### config.mk
export PLATFORM = sky130hd
export DESIGN_NAME = fdc_counter
export DESIGN_NICKNAME = d
export VERILOG_FILES = /design/src/fdc_pkg.sv /design/src/fdc_counter.sv /design/src/fdc_seg_dec.sv
export SDC_FILE = /design/constraint.sdc
export NUM_CORES = 1
export LEC_CHECK = 0
export BUFFER_PORTS_ARGS = -buffer_cell sky130_fd_sc_hd__buf_2
export CAP_MARGIN = 25
export CELL_PAD_IN_SITES_DETAIL_PLACEMENT = 1
export CELL_PAD_IN_SITES_GLOBAL_PLACEMENT = 2
export CORE_MARGIN = 4
export CORE_UTILIZATION = 41
export CTS_BUF_LIST = sky130_fd_sc_hd__clkbuf_2
export DETAILED_ROUTE_END_ITERATION = 10
export PLACE_DENSITY_LB_ADDON = 0.15
export SYNTH_ARGS = -nofsm -noshare
export SYNTH_HDL_FRONTEND = slang
export SYNTH_HIERARCHICAL = 1
export SYNTH_SLANG_ARGS = --single-unit
### constraint.sdc
create_clock -name SYS_CLK_I -period 6.5 [get_ports SYS_CLK_I]
set_clock_uncertainty 0.05 [all_clocks]
set_input_delay 1.95 -clock SYS_CLK_I [delete_from_list [all_inputs] [get_ports SYS_CLK_I]]
set_output_delay 1.95 -clock SYS_CLK_I [all_outputs]
set_load 0.02 [all_outputs]
### src/fdc_pkg.sv
// shared constants and types for the four-decade compare counter
package fdc_pkg;
   localparam int unsigned CLK_HZ      = 125000000;   // system clock rate
   localparam int unsigned SCAN_HZ     = 2500;        // free-running scan rate
   localparam int unsigned SCAN_DIV    = CLK_HZ / SCAN_HZ / 4; // cycles per digit slot
   localparam int unsigned DIGITS      = 4;
   localparam logic [3:0]  DIG_MAX_DEC = 4'h9;        // decade digit limit
   localparam logic [3:0]  DIG_MAX_TEN = 4'h5;        // tens digit limit in timing option
   localparam logic [3:0]  THRESH_DIG  = 4'h6;        // top digit at or above 6 means 6000+
   localparam logic [6:0]  SEG_BLANK   = 7'h00;

   // four bcd digits, digit 0 least significant
   typedef struct packed {
      logic [3:0] d3;
      logic [3:0] d2;
      logic [3:0] d1;
      logic [3:0] d0;
   } fdc_count_s;

   // indications derived from the count
   typedef struct packed {
      logic zero_n;
      logic equal_n;
      logic carry;
   } fdc_flags_s;

   localparam fdc_count_s COUNT_ZERO = '{default: 4'h0};
endpackage

### src/fdc_counter.sv
// four-decade up/down counter with compare register, store latch and display scan
// Function
// - presettable four-decade up/down counter
// - settable register compared with count continuously
// - equal indication when count matches register
// - decade option counts 0000 to 9999
// - timing option tops out at 5959
// - display and bcd output from store latches
// - multiplexed seven-segment drive, one digit active
// - each digit lit a quarter of scan
// - leading zeros blanked on display
// - carry/borrow output for cascading counters
// - zero indication decoded from all digits
// - three-state bcd port, digit multiplexed
// - internal scan oscillator, rate externally settable
// - carry pulse on 9999/0000 wraps, 5959/0000 wraps in timing option
// - equal output active low
// - zero output active low
// - reset at 6000 or above pulses carry
`timescale 1ns/1ps
module fdc_counter #(
   parameter bit          TIMING_OPT = 1'b0,              // 1: 5959 timing counter
   parameter int unsigned SCAN_DIV   = fdc_pkg::SCAN_DIV  // default digit slot length
) (
   input  wire logic       SYS_CLK_I,          // system clock
   input  wire logic       RST_N_I,            // synchronous reset, active low
   input  wire logic       COUNT_I,            // count pin
   input  wire logic       COUNT_DIRECTION_I,  // 1 up, 0 down
   input  wire logic       CNT_RESET_N_I,      // counter reset pin, active low
   input  wire logic       STORE_N_I,          // store pin, active low
   input  wire logic       LOAD_COUNT_N_I,     // load counter from bcd port, active low
   input  wire logic       LOAD_REG_N_I,       // load register from bcd port, active low
   input  wire logic       BLANK_LZ_I,         // enable leading zero blanking
   input  wire logic [15:0] SCAN_DIV_I,        // external scan rate, 0 = free-running
   input  wire logic [3:0] BCD_I,              // bcd port input side
   output logic      [3:0] BCD_O,              // bcd port output side
   output logic            BCD_OE_O,           // high while driving the bcd port
   output logic      [6:0] SEG_O,              // segment lines
   output logic      [3:0] DIGIT_O,            // digit enables, one hot
   output logic            CARRY_O,            // carry/borrow pulse
   output logic            EQUAL_N_O,          // low while count equals register
   output logic            ZERO_N_O            // low while count is zero
);
   // scan slot states, one-hot
   typedef enum logic [3:0] {
      FDC_SLOT0 = 4'b0001,
      FDC_SLOT1 = 4'b0010,
      FDC_SLOT2 = 4'b0100,
      FDC_SLOT3 = 4'b1000
   } fdc_slot_e;

   // synchronisers for pins
   logic [1:0]       cnt_sync_q;        // count pin
   logic             cnt_prev_q;        // edge detector history
   logic [1:0]       dir_sync_q;
   logic [1:0]       rst_sync_q;
   logic [1:0]       st_sync_q;
   logic [1:0]       lc_sync_q;
   logic [1:0]       lr_sync_q;
   logic [1:0]       lz_sync_q;
   logic [3:0]       bcd_s1_q;
   logic [3:0]       bcd_s2_q;
   logic             cnt_rise;          // one-cycle count event

   fdc_pkg::fdc_count_s count_q;        // live counter
   fdc_pkg::fdc_count_s count_d;
   fdc_pkg::fdc_count_s cmp_q;          // compare register
   fdc_pkg::fdc_count_s latch_q;        // display/output latches
   fdc_pkg::fdc_flags_s flags_q;        // registered indications
   logic             wrap;              // counter wraps this step

   fdc_slot_e        slot_q;            // active digit
   logic [15:0]      tick_cnt_q;        // slot timer
   logic [15:0]      slot_len;          // chosen slot length
   logic [3:0]       cur_digit;         // latched digit in active slot
   logic             cur_blank;         // leading-zero blank for active slot
   logic             loading;           // port is an input

   // digit limits per position
   function automatic logic [3:0] dig_max(input int unsigned pos);
      if (TIMING_OPT && (pos == 1 || pos == 3)) begin
         dig_max = fdc_pkg::DIG_MAX_TEN;
      end else begin
         dig_max = fdc_pkg::DIG_MAX_DEC;
      end
   endfunction

   // digit select by slot index
   function automatic logic [3:0] pick(input fdc_pkg::fdc_count_s c, input fdc_slot_e s);
      unique case (s)
         FDC_SLOT0: pick = c.d0;
         FDC_SLOT1: pick = c.d1;
         FDC_SLOT2: pick = c.d2;
         FDC_SLOT3: pick = c.d3;
      endcase
   endfunction

   // two-stage synchronisers on every pin input
   always_ff @(posedge SYS_CLK_I) begin
      if (!RST_N_I) begin
         cnt_sync_q <= 2'h0;
         cnt_prev_q <= 1'b0;
         dir_sync_q <= 2'h3;
         rst_sync_q <= 2'h3;
         st_sync_q  <= 2'h3;
         lc_sync_q  <= 2'h3;
         lr_sync_q  <= 2'h3;
         lz_sync_q  <= 2'h0;
         bcd_s1_q   <= 4'h0;
         bcd_s2_q   <= 4'h0;
      end else begin
         cnt_sync_q <= {cnt_sync_q[0], COUNT_I};
         cnt_prev_q <= cnt_sync_q[1];
         dir_sync_q <= {dir_sync_q[0], COUNT_DIRECTION_I};
         rst_sync_q <= {rst_sync_q[0], CNT_RESET_N_I};
         st_sync_q  <= {st_sync_q[0], STORE_N_I};
         lc_sync_q  <= {lc_sync_q[0], LOAD_COUNT_N_I};
         lr_sync_q  <= {lr_sync_q[0], LOAD_REG_N_I};
         lz_sync_q  <= {lz_sync_q[0], BLANK_LZ_I};
         bcd_s1_q   <= BCD_I;
         bcd_s2_q   <= bcd_s1_q;
      end
   end

   assign cnt_rise = cnt_sync_q[1] & ~cnt_prev_q;
   assign loading  = ~lc_sync_q[1] | ~lr_sync_q[1];

   // next count: ripple through digits with per-digit limits
   always_comb begin
      logic [3:0] dv [4];
      logic       c;
      dv[0] = count_q.d0;
      dv[1] = count_q.d1;
      dv[2] = count_q.d2;
      dv[3] = count_q.d3;
      c     = 1'b1;
      for (int unsigned i = 0; i < fdc_pkg::DIGITS; i++) begin
         if (c) begin
            if (dir_sync_q[1]) begin
               c     = (dv[i] >= dig_max(i));
               dv[i] = c ? 4'h0 : 4'(dv[i] + 4'h1);
            end else begin
               c     = (dv[i] == 4'h0);
               dv[i] = c ? dig_max(i) : 4'(dv[i] - 4'h1);
            end
         end
      end
      wrap    = c;
      count_d = '{d3: dv[3], d2: dv[2], d1: dv[1], d0: dv[0]};
   end

   // counter: reset, load, then count; one step per edge
   always_ff @(posedge SYS_CLK_I) begin
      if (!RST_N_I || !rst_sync_q[1]) begin
         count_q <= fdc_pkg::COUNT_ZERO;
      end else if (!lc_sync_q[1]) begin
         // whole slot: digit sampled in its scan slot
         unique case (slot_q)
            FDC_SLOT0: count_q.d0 <= bcd_s2_q;
            FDC_SLOT1: count_q.d1 <= bcd_s2_q;
            FDC_SLOT2: count_q.d2 <= bcd_s2_q;
            FDC_SLOT3: count_q.d3 <= bcd_s2_q;
         endcase
      end else if (cnt_rise) begin
         count_q <= count_d;
      end
   end

   // compare register loaded digit by digit from the port
   always_ff @(posedge SYS_CLK_I) begin
      if (!RST_N_I) begin
         cmp_q <= fdc_pkg::COUNT_ZERO;
      end else if (!lr_sync_q[1]) begin
         unique case (slot_q)
            FDC_SLOT0: cmp_q.d0 <= bcd_s2_q;
            FDC_SLOT1: cmp_q.d1 <= bcd_s2_q;
            FDC_SLOT2: cmp_q.d2 <= bcd_s2_q;
            FDC_SLOT3: cmp_q.d3 <= bcd_s2_q;
         endcase
      end
   end

   // store latches follow the counter only while store is held low
   always_ff @(posedge SYS_CLK_I) begin
      if (!RST_N_I) begin
         latch_q <= fdc_pkg::COUNT_ZERO;
      end else if (!st_sync_q[1]) begin
         latch_q <= count_q;
      end
   end

   // indications, registered so outputs are glitch free
   always_ff @(posedge SYS_CLK_I) begin
      if (!RST_N_I) begin
         flags_q <= '{zero_n: 1'b1, equal_n: 1'b1, carry: 1'b0};
      end else begin
         flags_q.zero_n  <= ~(count_q == fdc_pkg::COUNT_ZERO);
         flags_q.equal_n <= ~(count_q == cmp_q);
         // carry not meaningful during load; reset from 6000+ still pulses
         if (!rst_sync_q[1]) begin
            flags_q.carry <= (count_q.d3 >= fdc_pkg::THRESH_DIG);
         end else begin
            flags_q.carry <= cnt_rise & wrap & lc_sync_q[1];
         end
      end
   end

   assign CARRY_O   = flags_q.carry;
   assign EQUAL_N_O = flags_q.equal_n;
   assign ZERO_N_O  = flags_q.zero_n;

   // scan oscillator: external divider if nonzero, else free-running
   assign slot_len = (SCAN_DIV_I != 16'h0) ? SCAN_DIV_I : 16'(SCAN_DIV);

   always_ff @(posedge SYS_CLK_I) begin
      if (!RST_N_I) begin
         tick_cnt_q <= 16'h0;
         slot_q     <= FDC_SLOT0;
      end else if (tick_cnt_q >= 16'(slot_len - 16'h1)) begin
         tick_cnt_q <= 16'h0;
         // equal slots, so each digit gets a quarter
         unique case (slot_q)
            FDC_SLOT0: slot_q <= FDC_SLOT1;
            FDC_SLOT1: slot_q <= FDC_SLOT2;
            FDC_SLOT2: slot_q <= FDC_SLOT3;
            FDC_SLOT3: slot_q <= FDC_SLOT0;
         endcase
      end else begin
         tick_cnt_q <= 16'(tick_cnt_q + 16'h1);
      end
   end

   // leading zero blank: zero with all higher digits zero; units always shown
   always_comb begin
      cur_digit = pick(latch_q, slot_q);
      unique case (slot_q)
         FDC_SLOT3: cur_blank = (latch_q.d3 == 4'h0);
         FDC_SLOT2: cur_blank = (latch_q.d3 == 4'h0) && (latch_q.d2 == 4'h0);
         FDC_SLOT1: cur_blank = (latch_q[15:4] == 12'h0);
         FDC_SLOT0: cur_blank = 1'b0;
      endcase
      cur_blank = cur_blank & lz_sync_q[1];
   end

   // segment decode
   logic [6:0] seg_d;
   fdc_seg_dec u_seg (
      .digit_i (cur_digit),
      .blank_i (cur_blank),
      .seg_o   (seg_d)
   );

   // display and port drivers registered; port released while loading
   always_ff @(posedge SYS_CLK_I) begin
      if (!RST_N_I) begin
         SEG_O    <= fdc_pkg::SEG_BLANK;
         DIGIT_O  <= 4'h0;
         BCD_O    <= 4'h0;
         BCD_OE_O <= 1'b0;
      end else begin
         SEG_O    <= seg_d;
         DIGIT_O  <= slot_q;
         BCD_O    <= cur_digit;
         BCD_OE_O <= ~loading;
      end
   end
endmodule

### src/fdc_seg_dec.sv
// bcd to seven-segment decoder with blanking
`timescale 1ns/1ps
module fdc_seg_dec (
   input  wire logic [3:0] digit_i,   // bcd value
   input  wire logic       blank_i,   // force all segments off
   output logic      [6:0] seg_o      // segments g..a, active high
);
   // plain lookup; codes above 9 show dark
   always_comb begin
      if (blank_i) begin
         seg_o = fdc_pkg::SEG_BLANK;
      end else begin
         unique case (digit_i)
            4'h0:    seg_o = 7'h3f;
            4'h1:    seg_o = 7'h06;
            4'h2:    seg_o = 7'h5b;
            4'h3:    seg_o = 7'h4f;
            4'h4:    seg_o = 7'h66;
            4'h5:    seg_o = 7'h6d;
            4'h6:    seg_o = 7'h7d;
            4'h7:    seg_o = 7'h07;
            4'h8:    seg_o = 7'h7f;
            4'h9:    seg_o = 7'h6f;
            default: seg_o = fdc_pkg::SEG_BLANK;
         endcase
      end
   end
endmodule

# After elaboration in Yosys (flattened, before gate mapping)
# Memories as Yosys holds them, arrays and structs flattened. A register that Yosys moved wholly into a read port is not among the register bits.
# Index checks and enable logic that the tools add are counted.
totals:
  out_inout_bits: 19
  n_memories: 1
  wordCells: 132
  rom_bits: 112
  reg_bits: 103
op_classes:
  magnitude_cmp: 6
  add_sub_neg: 10
  eq_ne: 9
  mux: 37
  n_reduce_logical: 27
  n_bitwise: 12
mem_list:
  columns: ["memory", "words", "width", "rd", "rd_clocked_by_memory_dff", "wr", "line", "source"]
  rows:
  - ["(no name shown)", 16, 7, 1, 1, 0, "fdc_seg_dec.sv:13", "unique case (digit_i)"]
ops:
  columns: ["op", "n"]
  rows:
  - ["4-bit two-way mux", 23]
  - ["16-bit two-way mux", 3]
  - ["4-bit case mux with 4 select lines", 2]
  - ["4-bit zero test", 6]
  - ["16-bit by 1-bit adder with 16-bit output (second input constant)", 1]
  - ["4-bit by 1-bit adder with 4-bit output (second input constant)", 4]
  - ["16-bit == test", 1]
  - ["16-bit >= comparator", 1]
  - ["4-bit >= comparator", 4]
  - ["16-bit zero test", 1]
  - ["16-bit nonzero test", 1]
  - ["16-bit by 1-bit subtractor with 16-bit output (second input constant)", 1]
  - ["4-bit by 1-bit subtractor with 4-bit output (second input constant)", 4]
  - ["12-bit zero test", 1]
  - ["2-bit AND reduction", 5]
  - ["3-bit AND reduction", 3]
  - ["1-bit two-way mux", 8]
  - ["2-bit by 1-bit inequality test with 1-bit output (second input constant)", 4]
  - ["2-bit nonzero test", 4]
  - ["1-bit inverter", 7]
  - ["1-bit bitwise AND", 4]
  - ["4-bit by 1-bit == test with 1-bit output (second input constant)", 1]
  - ["4-bit by 2-bit == test with 1-bit output (second input constant)", 1]
  - ["4-bit by 3-bit == test with 1-bit output (second input constant)", 1]
  - ["other kinds (8)", 10]

# Longest topological paths before layout
# Gate-level depths: netlist of the first run.
logic_depth:
  ltp_word: 18
  ltp_mapped: 14

# Cells and area by module
# Netlist of the first run, hierarchy kept.
modules_own_cells:
  columns: ["module", "cells_each", "area_each_um2", "seq_area_each_um2", "instances"]
  rows:
  - ["fdc_counter", 653, 5724.2, 2202.1, 1]
  - ["fdc_seg_dec", 31, 230.2, 0.0, 1]

# Worst setup path before layout of the first run
# Ideal clock, no wire load.
synth_timing:
  path_type: "in2reg"
  startpoint: "input SCAN_DIV_I[1]"
  endpoint: "register tick_cnt_q[10]"
  t_arrival_ns: 4.844
  setup_slack_ns: 1.541
  path_stages: 12
  required_time_ns: 6.385
  setup_time_ns: 0.065
  path_cell_list: "or4_1 nor4_4 o211ai_2 nor4_1 mux2_2 ha_1 nand4_1 nor3_1 a221oi_1 nand4_1 clkbuf_1 nor2_1"
synth_via:
  elab_chain_len: 5
synth_lines:
  columns: ["item", "line", "source"]
  rows:
  - ["from (decl)", "fdc_counter.sv:34", "input wire logic [15:0] SCAN_DIV_I,"]
  - ["16-bit nonzero test", "fdc_counter.sv:213", "assign slot_len = (SCAN_DIV_I != 16'h0) ? SCAN_DIV_I : 16'(SCAN_DIV);"]
  - ["16-bit two-way mux (*)", "fdc_counter.sv:213", null]
  - ["16-bit by 1-bit subtractor with 16-bit output (*)", "fdc_counter.sv:219", "end else if (tick_cnt_q >= 16'(slot_len - 16'h1)) begin"]
  - ["16-bit >= comparator (*)", "fdc_counter.sv:219", null]
  - ["2-bit OR reduction (no source line) (*)", null, null]
  - ["to (signal assigned)", "fdc_counter.sv:229", "tick_cnt_q <= 16'(tick_cnt_q + 16'h1);"]
  - ["to (decl)", "fdc_counter.sv:73", "logic [15:0] tick_cnt_q;"]
# Every way passes the cells marked *; elsewhere a longest branch is shown, timed or not.
# A chain may end at the register's enable or synchronous reset.

# Worst setup path after layout of the first run
layout_timing:
  startpoint: "input SCAN_DIV_I[1]"
  endpoint: "register tick_cnt_q[3]"
# Same word-level chain as after synthesis.

==> results of run 1 <==
-- power breakdown --
part | internal (mW) | switching, mW
logic | 0.0425 | 0.0645
registers | 0.693 | 0.0144
clock network | 0.0973 | 0.250
-- synthesized netlist by cell type (8+ instances only) --
cell type,n,area (µm²)
nand4_1,12,75.1
nor2_1,90,338
inv_1,25,93.8
a31oi_1,11,68.8
nand2b_1,21,131
nand2_1,31,116
a21oi_1,19,95.1
nand3_1,19,95.1
mux2i_1,38,380
xnor2_1,32,280
and2_1,26,163
xor2_1,10,87.6
dfxtp_1,110,2200
o21ai_0,18,90.1
nor3_1,22,110
ha_1,36,450
clkbuf_1,30,113
nor2b_1,8,50.1
-- sequential cells by signal, summed over array words and instances (netlist names), 2 cells and up --
signal      flops
lz_sync_q       2
DIGIT_O         4
bcd_s1_q        4
count_q        16
tick_cnt_q     16
dir_sync_q      2
rst_sync_q      2
lc_sync_q       2
lr_sync_q       2
BCD_O           4
bcd_s2_q        4
latch_q        16
cnt_sync_q      2
cmp_q          16
SEG_O           7
slot_q          4
st_sync_q       2
-- layout make-up --
class	count	area [µm²]	area share [%]
clock buffers	10	50.0	0.781
clock inverters	6	76.3	1.19
inverters	26	97.6	1.52
multi-input cells	508	3490	54.5
flip-flops and latches	110	2200	34.4
well taps	180	225	3.52
repair buffers	51	265	4.14
-- worst paths after layout --
path / startpoint / endpoint / slack, ps
setup / recovery: SCAN_DIV_I[1] / tick_cnt_q[3] / 1450
setup reg to reg: count_q[0] / count_q[11] / 3620
hold reg to reg: rst_sync_q[0] / rst_sync_q[1] / 380
hold / removal: rst_sync_q[0] / rst_sync_q[1] / 380
-- placed cells by master (no fill, tap or decap), types with 4 or more instances in the layout --
cell,Yosys,final
a211oi_1,4,4
a21oi_1,19,19
a221o_1,4,4
a22oi_1,6,6
a311o_1,4,4
a31oi_1,11,11
and2_1,26,26
and3_1,7,7
buf_2,6,47
buf_4,0,4
clkbuf_2,0,10
dfxtp_1,110,110
ha_1,36,36
inv_1,25,25
mux2i_1,38,38
nand2_1,31,31
nand2b_1,21,21
nand3_1,19,19
nand4_1,12,12
nor2_1,90,90
nor2b_1,8,8
nor3_1,22,22
nor3b_1,7,7
nor4_1,6,6
o21ai_0,18,18
o22ai_1,5,5
o31ai_1,4,4
xnor2_1,32,32
xor2_1,10,10
-- cells by family after synthesis --
logic type                 after synthesis  synth area share [%]
and+or+nand+nor                        273                  24.0
xor gates and xnor gates                42                  6.18
AOI/OAI and AO/OA                      117                  14.1
muxes                                   40                  6.77
DFF                                    110                  37.0
buffers and inverters                   66                  4.41
adders and majority gates               36                  7.56
-- per-layer routing --
| layer | part of all wire (%) | wire length (µm) | GRT usage [%] | vias to the layer above |
|---|---|---|---|---|
| li1 | - | - | - | 2464 |
| met1 | 47 | 7600 | 26.0 | 2422 |
| met2 | 48 | 7710 | 34.0 | 66 |
| met3 | 2.5 | 398 | 2.41 | 19 |
| met4 | 2.3 | 364 | 7.91 | 0 |
| met5 | 0 | 0 | 0 | - |
-- critical path, delay by kind of cell --
| kind | cells | cell delay (ps) |
|---|---|---|
| AOI/OAI and AO/OA | 2 | 620 |
| buffers and inverters | 1 | 110 |
| muxes | 1 | 370 |
| adders and majority gates | 1 | 290 |
| and+or+nand+nor | 7 | 2230 |
==> results.sh, run 1 <==
export IMPL_status="finished clean"
export IMPL_clk_path_buf_depth=2
export IMPL_num_vias=4971
export IMPL_power_mw=1.16
export IMPL_nets=771
export IMPL_routedWlPerCell_um=18.0
export IMPL_tns_ps=0
export IMPL_setup_viol=0
export IMPL_cts_tree="done"
export IMPL_slowest_delay_ps=660
export IMPL_overflow=0
export IMPL_grt_pass1_wl_um=26400
export IMPL_vdd_drop_max_mv=0.0727
export IMPL_place_ws_ps=729
export IMPL_initial_utilization_pct=42.4
export IMPL_htreeDepth=3
export IMPL_utilization_pct=45.6
export IMPL_antenna_cells=0
export IMPL_grt_use_total_pct=20.0
export IMPL_clk_latency_ps=640
export IMPL_crit_path_max_fanout=16
export IMPL_clock_sinks=110
export IMPL_syn_area_um2=5950
export IMPL_post_cts_resized=0
export IMPL_path_clk_slew_ps=300
export IMPL_synth_cell_types=73
export IMPL_cts_buffers=9
export IMPL_synthArstFlopShare_pct=0
export IMPL_ys_flop_type="dfxtp_1"
export IMPL_num_fill_cells=1696
export IMPL_start_kind="input pin"
export IMPL_wirelength_um=16100
export IMPL_postRouteAntennaNets=0
export IMPL_io_pins=48
export IMPL_synthCells=684
export IMPL_grt_max_degree=47
export IMPL_crit_required_ps=7040
export IMPL_vias_per_cell=5.58
export IMPL_design_area_um2=6410
export IMPL_post_cts_buffers=0
export IMPL_r2r_cells=7
export IMPL_max_freq_mhz=198
export IMPL_dp_hpwl_um=11800
export IMPL_drv_cap=0
export IMPL_synth_nets=749
export IMPL_drive_gt1_share_pct=11.1
export IMPL_core_um2=14000
export IMPL_hold_ws_ps=376
export IMPL_setup_slack_ps=1450
export IMPL_die_area_um2=16500
export IMPL_grt_antenna_before_repair=0
export IMPL_ys_warnings_count=6
export IMPL_first_global_vias=5126
export IMPL_p_per_area_nw_per_um2=181
export IMPL_remaining_drc_errors=0
export IMPL_drt_iter0_drc=289
export IMPL_rows=43
export IMPL_min_period_ps=5050
export IMPL_yosysSeqAreaShare_pct=37.0
export IMPL_fin_cells=891
export IMPL_die_height_um=129
export IMPL_placedCellCount=875
export IMPL_dieWidth_um=129
export IMPL_finalHoldViolCount=0
export IMPL_cp_arrival_ps=5580
export IMPL_worst_path_most_repeated_cell="nand4_1"
export IMPL_cp_slowest_cell="nand4_1"
export IMPL_dr_pass1_iters=4
export IMPL_min_path_type="flip-flop to flip-flop"
export IMPL_critical_path_class="input pin to flip-flop"
export IMPL_power_leakage_nw=2.52
export IMPL_rsz0062_at_grt="no"
export IMPL_ys_seq_elements=110
export IMPL_holdBufCountCts=0
export IMPL_tightest_slew_ps=919
export IMPL_slew_headroom_pct=38.6
export IMPL_cts_root_buf="clkbuf_2"
export IMPL_avgSynthCellArea_um2=8.71
export IMPL_synth_edf_count=0
export IMPL_crit_chain="buf_2, or4_1, nor4_4, o211ai_2, nor4_1, mux2_2, ha_1, nand4_1, nor3_1, a221oi_1, nand4_1, nor2_1"
export IMPL_drv_slew=0
export IMPL_io_buffers=47
export IMPL_end_kind="flip-flop"
export IMPL_dpl_instance_area_um2=6280
export IMPL_timing_final_crit_share_pct=77.6
export IMPL_routabilityCongestion=0.815
export IMPL_area_delta_synth_final_pct=7.59
export IMPL_hold_depth=1
Note: power is estimated with default switching activity, not from simulation.
==> run 2, diff against run 1 <==
--- a/config.mk
+++ b/config.mk
@@ -10,7 +10,7 @@
 export CELL_PAD_IN_SITES_DETAIL_PLACEMENT = 1
 export CELL_PAD_IN_SITES_GLOBAL_PLACEMENT = 2
 export CORE_MARGIN = 4
-export CORE_UTILIZATION = 41
+export CORE_UTILIZATION = 38
 export CTS_BUF_LIST = sky130_fd_sc_hd__clkbuf_2
 export DETAILED_ROUTE_END_ITERATION = 10
 export PLACE_DENSITY_LB_ADDON = 0.15
==> constraint.sdc (replaced) <==
create_clock -name SYS_CLK_I -period 4.8 [get_ports SYS_CLK_I]
set_clock_uncertainty 0.05 [all_clocks]
set_input_delay 1.44 -clock SYS_CLK_I [delete_from_list [all_inputs] [get_ports SYS_CLK_I]]
set_output_delay 1.44 -clock SYS_CLK_I [all_outputs]
set_load 0.02 [all_outputs]
==> run 2 against run 1 <==
Against the previous run: worst setup slack worse by 800 ps; die area up 7.4%; via count up 0.26%; clock power up 23%; sequential share of layout area down 0.25 points; sequential power up 36%; clock-buffer cell count down 1; final area up 0.74%; critical path depth unchanged; first-iteration DRC count down 10%; critical endpoint is now slot_q[3].
==> results.sh, run 2 (synthesized netlist as in run 1, its figures left out) <==
export IMPL_vdd_drop_max_mv=0.115
export IMPL_setup_slack_ps=654
export IMPL_nets=774
export IMPL_antenna_cells=0
export IMPL_setup_viol=0
export IMPL_seq_power_share_pct=62.6
export IMPL_design_area_um2=6450
export IMPL_num_vias=4984
export IMPL_grt_use_total_pct=18.6
export IMPL_r2r_cells=9
export IMPL_overflow=0
export IMPL_p_switching_mw=0.451
export IMPL_p_sw_share_pct=29.5
export IMPL_hold_depth=1
export IMPL_max_freq_mhz=241
export IMPL_end_kind="flip-flop"
export IMPL_layout_commonest_cell="dfxtp_1"
export IMPL_holdBufCountCts=0
export IMPL_combPwrFrac_pct=9.5
export IMPL_die_height_um=133
export IMPL_multi_input_area_um2=3490
export IMPL_die_area_um2=17700
export IMPL_path_clk_slew_ps=280
export IMPL_clockPowerShare_pct=27.9
export IMPL_utilization_pct=42.3
export IMPL_drive_gt1_share_pct=11.3
export IMPL_crit_required_ps=5300
export IMPL_r2r_slack_ps=1700
export IMPL_dpl_instance_area_um2=6340
export IMPL_post_cts_buffers=0
export IMPL_place_ws_ps=-38.9
export IMPL_cp_arrival_ps=4650
export IMPL_io_buffers=47
export IMPL_slew_headroom_pct=33.0
export IMPL_dr_pass1_iters=4
export IMPL_drt_iter0_drc=259
export IMPL_timing_final_crit_share_pct=86.4
export IMPL_status="finished clean"
export IMPL_r2r_end="SEG_O[0]"
export IMPL_p_int_mw=1.08
export IMPL_seq_area_um2=2200
export IMPL_grt_max_degree=46
export IMPL_clk_path_buf_depth=2
export IMPL_grt_pass1_wl_um=27100
export IMPL_first_global_vias=5200
export IMPL_drv_slew=0
export IMPL_p_per_area_nw_per_um2=237
export IMPL_clk_latency_ps=640
export IMPL_layout_common_cells="dfxtp_1 (110), nor2_1 (90), buf_2 (47)"
export IMPL_cts_buffers=9
export IMPL_holdPathEnd="st_sync_q[1]"
export IMPL_cts_root_buf="clkbuf_2"
export IMPL_core_um2=15300
export IMPL_area_delta_synth_final_pct=8.38
export IMPL_post_cts_resized=0
export IMPL_io_pins=48
export IMPL_min_period_ps=4150
export IMPL_dieWidth_um=133
export IMPL_vias_per_cell=5.39
export IMPL_finalHoldViolCount=0
export IMPL_min_path_type="flip-flop to flip-flop"
export IMPL_drv_cap=0
export IMPL_tightest_slew_ps=991
export IMPL_num_fill_cells=1789
export IMPL_start_kind="input pin"
export IMPL_cts_tree="done"
export IMPL_power_leakage_nw=2.53
export IMPL_htreeDepth=3
export IMPL_grt_antenna_before_repair=0
export IMPL_reg2reg_from="slot_q[2]"
export IMPL_rows=45
export IMPL_routedWlPerCell_um=17.6
export IMPL_rsz0062_at_grt="no"
export IMPL_crit_path_max_fanout=4
export IMPL_clock_sinks=110
export IMPL_wirelength_um=16300
export IMPL_critical_path_class="input pin to flip-flop"
export IMPL_min_from="st_sync_q[0]"
export IMPL_postRouteAntennaNets=0
export IMPL_routabilityCongestion=0.854
export IMPL_initial_utilization_pct=39.0
export IMPL_remaining_drc_errors=0
export IMPL_dp_hpwl_um=11900
## run 2: layout make-up
cell class / instances / area share, %
timing repair buffer: 54 / 4.46
clock inverter: 7 / 1.05
inverter: 26 / 1.51
sequential: 110 / 34.1
tap: 211 / 4.09
multi-input combinational: 508 / 54.1
clock buffer: 9 / 0.698
## run 2: worst max-delay path by stage
stage,from,end,slack (ps),cells past startpoint
detailed placement,SCAN_DIV_I[1],slot_q[3],-40,12
floorplan,SCAN_DIV_I[1],tick_cnt_q[10],350,12
global route,SCAN_DIV_I[0],slot_q[3],410,15
finish,SCAN_DIV_I[1],slot_q[3],650,12
global placement,SCAN_DIV_I[1],slot_q[3],30,12
CTS,SCAN_DIV_I[1],slot_q[3],680,12
## run 2: worst max-delay path, stage by stage
cell,delay [ps]
buf_2,110
or4_1,590
nor4_4,250
o211ai_2,190
nor4_1,220
mux2_2,380
ha_1,290
nand4_1,90
nor3_1,70
a221oi_1,500
nand3_1,220
mux2_2,310
## run 2: per-layer routing
metal	vias to the layer above	track usage, %	share of wire [%]
met4	0	5.43	1.8
met5	-	0	0
met1	2421	24.9	48
li1	2468	-	-
met2	73	30.6	47
met3	22	3.66	3.4
## run 2: power by group through the flow
stage          clock network (mW)  logic [mW]  registers (mW)
5_1_grt                     0.484       0.163           0.963
3_5_place_dp                    0       0.146           0.974
4_1_cts                     0.448       0.147           0.959
6_report                    0.426       0.145           0.958
3_3_place_gp                    0       0.142           0.972
2_1_floorplan                   0      0.0913           0.969
## run 2: stage by stage
| step | setup TNS (ps) | hold WS, ps | std cells | power, mW |
|---|---|---|---|---|
| final | 0 | 414 | 925 | 1.53 |
| after global placement | 0 | 348 | 909 | 1.11 |
| after detailed placement | -84.6 | 348 | 909 | 1.12 |
| after CTS | 0 | 419 | 925 | 1.55 |
| after floorplan | 0 | 336 | 684 | 1.06 |
| after global routing | 0 | 432 | 925 | 1.61 |
